**src/dcse_params.svh**
```systemverilog
// constants for the dual channel safe input evaluator
`ifndef DCSE_PARAMS_SVH
`define DCSE_PARAMS_SVH
`define DCSE_CLK_MHZ 250
`define DCSE_DISC_TIME_US 20000
`define DCSE_DISC_CYCLES (`DCSE_DISC_TIME_US * `DCSE_CLK_MHZ)
`define DCSE_PULSE_TIME_US 1000
`define DCSE_PULSE_CYCLES (`DCSE_PULSE_TIME_US * `DCSE_CLK_MHZ)
`define DCSE_SETTLE_CYCLES 16
`endif

```
**src/dcse_pkg.sv**
```systemverilog
// types shared by the dual channel safe input evaluator
`default_nettype none
package dcse_pkg;
  typedef enum logic [1:0] {
    DCSE_NONE,
    DCSE_FIRST_ONLY,
    DCSE_SECOND_ONLY,
    DCSE_BOTH
  } dcse_cond_e;
  typedef struct packed {
    logic disc_first;
    logic disc_second;
    logic cross_fault;
  } dcse_err_s;
  typedef struct packed {
    logic restricted;
    logic position_ok;
  } dcse_gate_s;
endpackage
`default_nettype wire

```
**src/dcse_disc_timer.sv**
```systemverilog
// discrepancy timer for one dual channel input pair
`timescale 1ns/1ps
`default_nettype none
module dcse_disc_timer #(
  parameter int unsigned LIMIT = 5000000
) (
  // clock and reset
  input wire logic clk,
  input wire logic arst_n,
  // pair levels
  input wire logic ch_a,
  input wire logic ch_b,
  // expiry
  output logic expired
);
  localparam int W = $clog2(LIMIT + 1);
  logic [W-1:0] cnt_q;

  // refuse a limit the counter cannot serve
  if (LIMIT < 1) begin : g_bad_limit
    $error("LIMIT must be at least one");
  end

  // count while channels differ, restart when they agree
  always_ff @(posedge clk or negedge arst_n) begin
    if (!arst_n) begin
      cnt_q <= '0;
    end else if (ch_a == ch_b) begin
      cnt_q <= '0;
    end else if (cnt_q != W'(LIMIT)) begin
      cnt_q <= cnt_q + W'(1);
    end
  end

  assign expired = (cnt_q == W'(LIMIT));
endmodule // dcse_disc_timer
`default_nettype wire

```
**src/dcse_eval.sv**
```systemverilog
// dual channel safe input evaluation with cross-circuit test pulses
//
// Notes on behaviour
// - inputs one and two form the first pair, three and four the second.
// - pair states decode into both, first only, second only or none.
// - a pair is actuated when either input is low, idle only if both high.
// - second pair channels, and first pair ones without cross test, differing longer than the limit latch the error state.
// - without cross test the request comes from the second pair alone.
// - in cross test the first pair is fed from test outputs A and B.
// - one test output A and one test output B exist per module.
// - shorts between the adjacent inputs one and two and inputs held high under their own pulse are detected; others by wiring.
// - position functions run only once all axes are referenced.
// - digital-link encoders keep the device restricted until verified.
`timescale 1ns/1ps
`default_nettype none
`include "dcse_params.svh"
module dcse_eval #(
  parameter int unsigned DISC_CYCLES = `DCSE_DISC_CYCLES,
  parameter int unsigned PULSE_CYCLES = `DCSE_PULSE_CYCLES,
  parameter int unsigned SETTLE_CYCLES = `DCSE_SETTLE_CYCLES
) (
  // clock and reset
  input wire logic clk,
  input wire logic arst_n,
  // safe inputs, index 0 is input one
  input wire logic [3:0] safe_in,
  // configuration
  input wire logic cross_test_en,
  input wire logic digital_link_enc,
  input wire logic all_axes_referenced,
  input wire logic enc_verified,
  input wire logic err_clear,
  // test signal outputs
  output logic test_sig_a,
  output logic test_sig_b,
  // evaluation results
  output dcse_pkg::dcse_cond_e pair_cond,
  output logic safety_request,
  output logic error_state,
  output dcse_pkg::dcse_err_s err_cause,
  output dcse_pkg::dcse_gate_s gate,
  output logic limited_position_function_en,
  output logic maximum_position_function_en
);
  // ------------------------------------------------------------
  // pair decode
  // ------------------------------------------------------------
  // the settle point must fall inside one pulse phase
  if (SETTLE_CYCLES >= PULSE_CYCLES) begin : g_bad_settle
    $error("SETTLE_CYCLES must be below PULSE_CYCLES");
  end

  // actuated when at least one input of the pair is low
  function automatic logic pair_act(input logic a, input logic b);
    return !(a && b);
  endfunction

  logic first_act;
  logic second_act;
  logic first_exp;
  logic second_exp;
  logic cross_mis;

  assign first_act = pair_act(safe_in[0], safe_in[1]);
  assign second_act = pair_act(safe_in[2], safe_in[3]);

  // ------------------------------------------------------------
  // discrepancy timers, one per pair
  // ------------------------------------------------------------
  // first pair is pulse driven in cross test; pulses are checked instead
  logic first_a_eff;
  assign first_a_eff = cross_test_en ? safe_in[1] : safe_in[0];

  dcse_disc_timer #(.LIMIT(DISC_CYCLES)) u_first_timer (
    .clk(clk),
    .arst_n(arst_n),
    .ch_a(first_a_eff),
    .ch_b(safe_in[1]),
    .expired(first_exp)
  );

  dcse_disc_timer #(.LIMIT(DISC_CYCLES)) u_second_timer (
    .clk(clk),
    .arst_n(arst_n),
    .ch_a(safe_in[2]),
    .ch_b(safe_in[3]),
    .expired(second_exp)
  );

  // ------------------------------------------------------------
  // test pulse generator, A and B pulse low in turn
  // ------------------------------------------------------------
  localparam int PW = $clog2(PULSE_CYCLES + 1);
  logic [PW-1:0] pcnt_q;
  logic [1:0] phase_q;

  // phase timer
  always_ff @(posedge clk or negedge arst_n) begin
    if (!arst_n) begin
      pcnt_q <= '0;
      phase_q <= 2'h0;
    end else if (pcnt_q == PW'(PULSE_CYCLES - 1)) begin
      pcnt_q <= '0;
      phase_q <= phase_q + 2'h1;
    end else begin
      pcnt_q <= pcnt_q + PW'(1);
    end
  end

  // one A and one B output per module, both high outside cross test
  always_ff @(posedge clk or negedge arst_n) begin
    if (!arst_n) begin
      test_sig_a <= 1'b1;
      test_sig_b <= 1'b1;
    end else begin
      test_sig_a <= !(cross_test_en && phase_q == 2'h1);
      test_sig_b <= !(cross_test_en && phase_q == 2'h3);
    end
  end

  // ------------------------------------------------------------
  // cross-circuit check on the first pair
  // ------------------------------------------------------------
  // sampled after settling; a short to the neighbour copies the pulse
  logic settled;
  assign settled = (pcnt_q == PW'(SETTLE_CYCLES));
  // input one follows A, input two follows B; an input high under its own
  // low pulse, input two copying A, or both low under one pulse is a fault
  // (shorts between the adjacent inputs one and two, or of either to the supply, can show here)
  assign cross_mis = cross_test_en && settled && (
    (!test_sig_a && safe_in[0]) ||
    (!test_sig_b && safe_in[1]) ||
    (!test_sig_a && test_sig_b && !safe_in[1]) ||
    (test_sig_a != test_sig_b && !safe_in[0] && !safe_in[1]));

  // ------------------------------------------------------------
  // error latch
  // ------------------------------------------------------------
  // events set the latch; set wins over a simultaneous clear
  always_ff @(posedge clk or negedge arst_n) begin
    if (!arst_n) begin
      err_cause <= '0;
    end else begin
      err_cause.disc_first <= first_exp ||
        (err_cause.disc_first && !err_clear);
      err_cause.disc_second <= second_exp ||
        (err_cause.disc_second && !err_clear);
      err_cause.cross_fault <= cross_mis ||
        (err_cause.cross_fault && !err_clear);
    end
  end

  assign error_state = |err_cause;

  // ------------------------------------------------------------
  // condition decode and request
  // ------------------------------------------------------------
  always_ff @(posedge clk or negedge arst_n) begin
    if (!arst_n) begin
      pair_cond <= dcse_pkg::DCSE_BOTH;
      safety_request <= 1'b1;
    end else begin
      if (first_act && second_act) begin
        pair_cond <= dcse_pkg::DCSE_BOTH;
      end else if (first_act) begin
        pair_cond <= dcse_pkg::DCSE_FIRST_ONLY;
      end else if (second_act) begin
        pair_cond <= dcse_pkg::DCSE_SECOND_ONLY;
      end else begin
        pair_cond <= dcse_pkg::DCSE_NONE;
      end
      // without cross test only the second pair requests
      safety_request <= cross_test_en ? (first_act || second_act) :
        second_act;
    end
  end

  // ------------------------------------------------------------
  // referencing and verification gates
  // ------------------------------------------------------------
  always_ff @(posedge clk or negedge arst_n) begin
    if (!arst_n) begin
      gate <= '{restricted: 1'b1, position_ok: 1'b0};
    end else begin
      gate.restricted <= digital_link_enc && !enc_verified;
      gate.position_ok <= all_axes_referenced;
    end
  end

  assign limited_position_function_en = gate.position_ok;
  assign maximum_position_function_en = gate.position_ok;
endmodule // dcse_eval
`default_nettype wire

```
**config.mk**
```make
export PLATFORM = sky130hd
export DESIGN_NAME = dcse_eval
export DESIGN_NICKNAME = d
export VERILOG_FILES = /design/src/dcse_pkg.sv /design/src/dcse_disc_timer.sv /design/src/dcse_eval.sv
export VERILOG_INCLUDE_DIRS = /design/src
export SDC_FILE = /design/constraint.sdc
export NUM_CORES = 1
export LEC_CHECK = 0
export BUFFER_PORTS_ARGS = -buffer_cell sky130_fd_sc_hd__clkbuf_2
export CAP_MARGIN = 20
export CORE_UTILIZATION = 55
export CTS_CLUSTER_DIAMETER = 50
export DETAILED_ROUTE_END_ITERATION = 8
export PLACE_DENSITY = 0.71
export SKIP_LAST_GASP = 1
export SYNTH_ARGS = -nofsm -noshare
export SYNTH_HDL_FRONTEND = slang
export SYNTH_HIERARCHICAL = 1
export SYNTH_SLANG_ARGS = --single-unit
```
**constraint.sdc**
```tcl
create_clock -name clk -period 3.16 [get_ports clk]
set_input_delay 0.474 -clock clk [delete_from_list [all_inputs] [get_ports clk]]
set_output_delay 0.474 -clock clk [all_outputs]
set_load 0.05 [all_outputs]
```
Word-level counts from Yosys, hierarchy flattened
Index checks and enable logic that the tools add are counted.
{ "word_totals": {"register_bits": 76, "input_bits": 11, "out_inout_bits": 13, "elab_cells": 75} }
{ "classes": {"n_addsub": 4, "eq_ne": 11, "muxes": 10, "n_reduce_logical": 37} }
{ "op_table": {"columns": ["operator", "count"], "rows": [
  ["2-to-1 mux 23 bit", 4],
  ["adder 23 x 1 -> 23 bit (second input constant)", 2],
  ["equality test 23 bit (second input constant)", 2],
  ["inequality test 23 bit (second input constant)", 2],
  ["adder 18 x 1 -> 18 bit (second input constant)", 1],
  ["equality test 18 bit (second input constant)", 1],
  ["equality test 18 x 5 -> 1 bit (second input constant)", 1],
  ["2-to-1 mux 18 bit", 1],
  ["logical AND 1 bit", 17],
  ["logical NOT 1 bit", 10],
  ["logical OR 1 bit", 7],
  ["2-to-1 mux 2 bit", 3],
  ["nonzero test 2 bit", 2],
  ["OR reduction 3 bit", 1],
  ["adder 2 x 1 -> 2 bit (second input constant)", 1],
  ["equality test 1 bit", 2],
  ["equality test 2 x 1 -> 1 bit (second input constant)", 1],
  ["equality test 2 bit (second input constant)", 1],
  ["2-to-1 mux 1 bit", 2],
  ["inequality test 1 bit", 1]
]} }

Longest topological paths before layout
{ "logic_depth": {"ltp_word": 7, "mapped_depth": 7, "ltp_nobuf": 7} }

Cells and area by module
Netlist, hierarchy kept.
{ "modules_own_cells": {"columns": ["module", "instances", "cells_per_inst", "area_per_inst_um2", "seq_area_each_um2"], "rows": [
  ["dcse_disc_timer", 2, 136, 1272.5, 575.6],
  ["dcse_eval", 1, 125, 1430.1, 758.2]
]} }

Worst setup path after synthesis
OpenSTA, ideal clock, no wires.
{ "synth_timing": {"path_type": "reg-to-reg", "from": "register u_first_timer.cnt_q[0]", "to": "register u_first_timer.cnt_q[22]", "setup_time_ns": 0.080, "arrival_ns": 1.807, "path_slack_ns": 1.273, "stages_incl_launch_ff": 7, "n_path_buf": 1, "period_less_slack_ns": 1.887, "path_cell_list": "dfrtp_1 -> ha_1 -> nand3_4 -> or3_1 -> buf_2 -> or4_1 -> a21oi_1"} }
{ "synth_between": {"elab_chain_len": 3, "elab_cells_between_ends": 5, "cone_classes": "add/sub: 1; eq/ne: 1; mux: 2; reduce/logical: 1"} }
{ "synth_lines": {"columns": ["item", "line_no", "text"], "rows": [
  ["start: declaration", "dcse_disc_timer.sv:17", "logic [W-1:0] cnt_q;"],
  ["start signal: assignment", "dcse_disc_timer.sv:31", "cnt_q <= cnt_q + W'(1);"],
  ["adder 23 x 1 -> 23 bit", "dcse_disc_timer.sv:31", null],
  ["2-to-1 mux 23 bit", "dcse_disc_timer.sv:30", "end else if (cnt_q != W'(LIMIT)) begin"],
  ["2-to-1 mux 23 bit", "dcse_disc_timer.sv:28", "end else if (ch_a == ch_b) begin"]
]} }
Parallel ways exist; a longest one is shown, timed or not. The select of a mux whose other input is x is not followed.
A chain may end at the register's enable or synchronous reset.

Worst setup path after layout
{ "layout_timing": {"from": "register u_first_timer.cnt_q[4]", "to": "register u_first_timer.cnt_q[22]"} }
The elaborated chain is that of the path after synthesis.

==> impl_summary.txt <==
----------------------------------------------------
[Clock network]
  Cells resized by post-CTS repair ... 0
  Clock tree root driver cell ... clkbuf_8
  TritonCTS clock tree ... built
  TritonCTS Buffers ... 9
  Clock Sink Count ... 76
  Post-CTS Setup Inserts ... 0
  Worst-skew pair later-pin latency ... 0.34 ns
  H-tree depth reported by CTS ... 3
  Hold buffer count at cts ... 0
  Clock-pin transition on the worst setup and hold timing paths ... 0.08 ns
  Worst-case clock buffer depth ... 2

[Finish]
  Final core utilization ... 64.1%
  Post-route non-filler standard cell count ... 525
  Layout Nets ... 444
  Layout cells sized above 1 ... 17.0%
  Antenna diodes ... 0
  Post-synthesis to final-layout area growth ... 10.7%

[Setup path]
  Launching element type of the critical path ... flip-flop
  Kind of cell adding the most delay to the critical path ... simple AND/OR/NAND/NOR gates
  Crit path buf inv count ... 0
  Slowest cell delay on critical path ... 0.59 ns
  Worst reg2reg path depth ... 4
  Signal arrival time at the worst endpoint ... 2.40 ns
  CP max FO ... 11
  Count of cell instances traversed by the critical path ... 4
  Worst-path cell with the longest stage delay ... or3_1
  Crit path capture type ... flip-flop
  CP required ... 3.43 ns
  Reg-to-reg setup timing slack ... 1.03 ns
  Sequence of cells on the critical path ... nand4_1 -> or3_1 -> or4_1 -> a21oi_1
  Endpoint of the worst register-to-register path ... u_first_timer/cnt_q[22]
  Startpoint of the most critical register-to-register path ... u_first_timer/cnt_q[4]
  Kind of critical path ... flip-flop to flip-flop

[Detailed routing]
  Number of vias per cell after detailed routing ... 5.58
  Post-detailed-routing wire length ... 7.57 mm
  Wire length per cell ... 14.4 um
  Final routed DRC violation total ... 0
  Drt pass-1 iters ... 4
  Routed Antenna Nets ... 0
  Vias post-DR ... 2932
  DRC marker count from the first detailed-route iteration ... 144

[Logic synthesis]
  Most used DFF post-synth ... dfrtp_1
  Synth top area cells ... dfrtp_1 44%, xnor2_1 5.7%, dfstp_2 4.0%
  Sequential share of the synthesized area ... 48.0%
  Post-Syn Nets ... 417
  Yosys reg bits ... 76
  Summed instance area of the synthesized netlist ... 3980 um2
  Cell type with the highest aggregate area in the netlist ... dfrtp_1
  Most common cell in the synthesized netlist ... dfrtp_1
  Post-synth EDFFs ... 0
  Commonest cells in the netlist ... 70 x dfrtp_1, 38 x nor2_1, 35 x nand2_1
  Area fraction of the dominant cell type after synthesis ... 44.1%
  Distinct cell type count after synthesis ... 50
  Number of warnings issued by yosys ... 6
  Share of async-settable or async-resettable flops after synthesis ... 100%
  Per-instance average area after synthesis ... 10.0 um2
  Cell count after synthesis ... 397

[Floorplan]
  Width of the die ... 87.0 um
  Die Footprint ... 7570 um2
  Placeable Area ... 6870 um2
  Placement Rows ... 30
  Starting utilization of the core area ... 57.9%
  Die Ht ... 87.0 um
  IO Count ... 24

[STA]
  Number of hold violations in the final report ... 0
  Clock Skews ... 0.00612 ns
  Final worst path period need ... 2.13 ns
  Setup Viol. Count Final ... 0
  Slew of the pin with the lowest slew margin ... 0.913 ns
  Slew Limit Headroom ... 39.1%
  Ratio of final minimum period to clock period ... 67.6%
  Highest achievable clock rate ... 468 MHz
  RSZ-0062 raised after global routing ... false
  Max Transition Viols Final ... 0
  Total negative slack for setup checks ... 0 ns
  Worst slack on hold paths ... 0.231 ns

[Global routing]
  Total Routing Usage GR ... 23.0%
  Initial antenna violation count ... 0
  First-pass GRT wire length ... 13.4 mm
  Number of global-route vias before repair ... 2896
  Maximum number of pins on one net before global-route repair ... 77
  Sum of overflow across all layers after global routing ... 0

[Worst hold path]
  Hold Path Class ... primary input to flip-flop
  Number of cells on the worst hold path ... 1
  Endpoint, Worst Hold ... limited_position_function_en
  Launch instance of the worst min-delay path ... all_axes_referenced

[Job]
  Max-cap violation count ... 0

[Power]
  IR drop worst, VDD ... 227 uV
  Leakage power ... 1.84 nW
  Ratio of total power to cell area ... 447 nW/um2

[Placed design]
  Count of port buffers added during placement ... 23
  RD Place Congestion ... 0.821
  Number of cells after detailed placement ... 509
  HPWL reported at the end of detailed placement ... 5.52 mm

[Status]
  Run status ... finished, final reports clean

----------------------------------------------------
==> power by group <==
part	internal [W]	switching (W)	total, W	leakage, nW
combinational	0.0000419	0.0000929	0.000135	0.719
sequential	0.000991	0.0000246	0.00102	1.02
clock	0.000464	0.000352	0.000816	0.105
total	0.00150	0.000470	0.00197	1.84
==> worst max-delay path by stage <==
stage / startpoint / end
after floorplan: u_first_timer/cnt_q[0] / u_first_timer/cnt_q[22]
after global placement: u_second_timer/cnt_q[4] / u_second_timer/cnt_q[22]
after detailed placement: u_first_timer/cnt_q[4] / u_first_timer/cnt_q[22]
after CTS: u_first_timer/cnt_q[4] / u_first_timer/cnt_q[22]
after global routing: u_first_timer/cnt_q[4] / u_first_timer/cnt_q[22]
final: u_first_timer/cnt_q[4] / u_first_timer/cnt_q[22]
==> through the flow <==
step	setup slack [ns]	cell area (um2)	total power, W
after floorplan	1.27	3980	0.00111
after global placement	1.15	4180	0.00117
after detailed placement	1.05	4180	0.00117
after CTS	1.02	4400	0.00199
after global routing	0.844	4400	0.00205
final	1.03	4400	0.00197
==> worst register-to-register path: stages, from the launching register on <==
cell and delay, ns:
dfrtp_1 0.44, nand4_1 0.38, or3_1 0.59, or4_1 0.50, a21oi_1 0.16
==> cells by family (layout without fill, tap and decap cells) <==
group | count (synthesis) | after routing | synth area share [%]
and+or+nand+nor | 185 | 185 | 27.6
buffers and inverters | 32 | 64 | 3.46
adders and majority gates | 9 | 9 | 2.83
DFF | 76 | 76 | 48.0
muxes | 5 | 5 | 1.29
xor gates and xnor gates | 42 | 42 | 9.44
AOI/OAI and AO/OA | 48 | 48 | 7.33
==> registers in the layout, summed over array words and instances, names as in the netlist <==
name	flops
u_first_timer/cnt_q	23
u_second_timer/cnt_q	23
pcnt_q	18
err_cause	3
pair_cond	2
phase_q	2
gate	1
limited_position_function_en	1
safety_request	1
test_sig_a	1
test_sig_b	1
==> layout make-up <==
class                      count  area (um2)
fill                         573        2470
tap                           96         120
timing repair buffer          25         133
sequential                    76        1910
inverter                      23        86.3
clock inverter                 6        87.6
clock buffer                  10         138
multi-input combinational    289        1930
==> layer usage <==
metal,track usage (%),vias to the layer above,routed length [um]
met3,3.32,8,165
met5,0,-,0
met1,30.2,1427,3620
met4,10.2,0,98
li1,-,1458,-
met2,38.1,39,3680
==> placed cells by master (no fill, tap or decap), drive strengths merged, types with 4 or more instances in the layout <==
cell type	count
a21oi	13
and4	4
clkbuf	32
dfrtp	70
dfstp	6
ha	9
inv	23
mux2i	4
nand2	36
nand3	17
nand4	15
nor2	38
nor3	13
nor4	19
nor4bb	4
o211ai	6
o21a	4
o21ai	14
o31ai	4
or3	18
or4	9
xnor2	26
xor2	16
No activity file was read; power rests on OpenSTA's default activity.
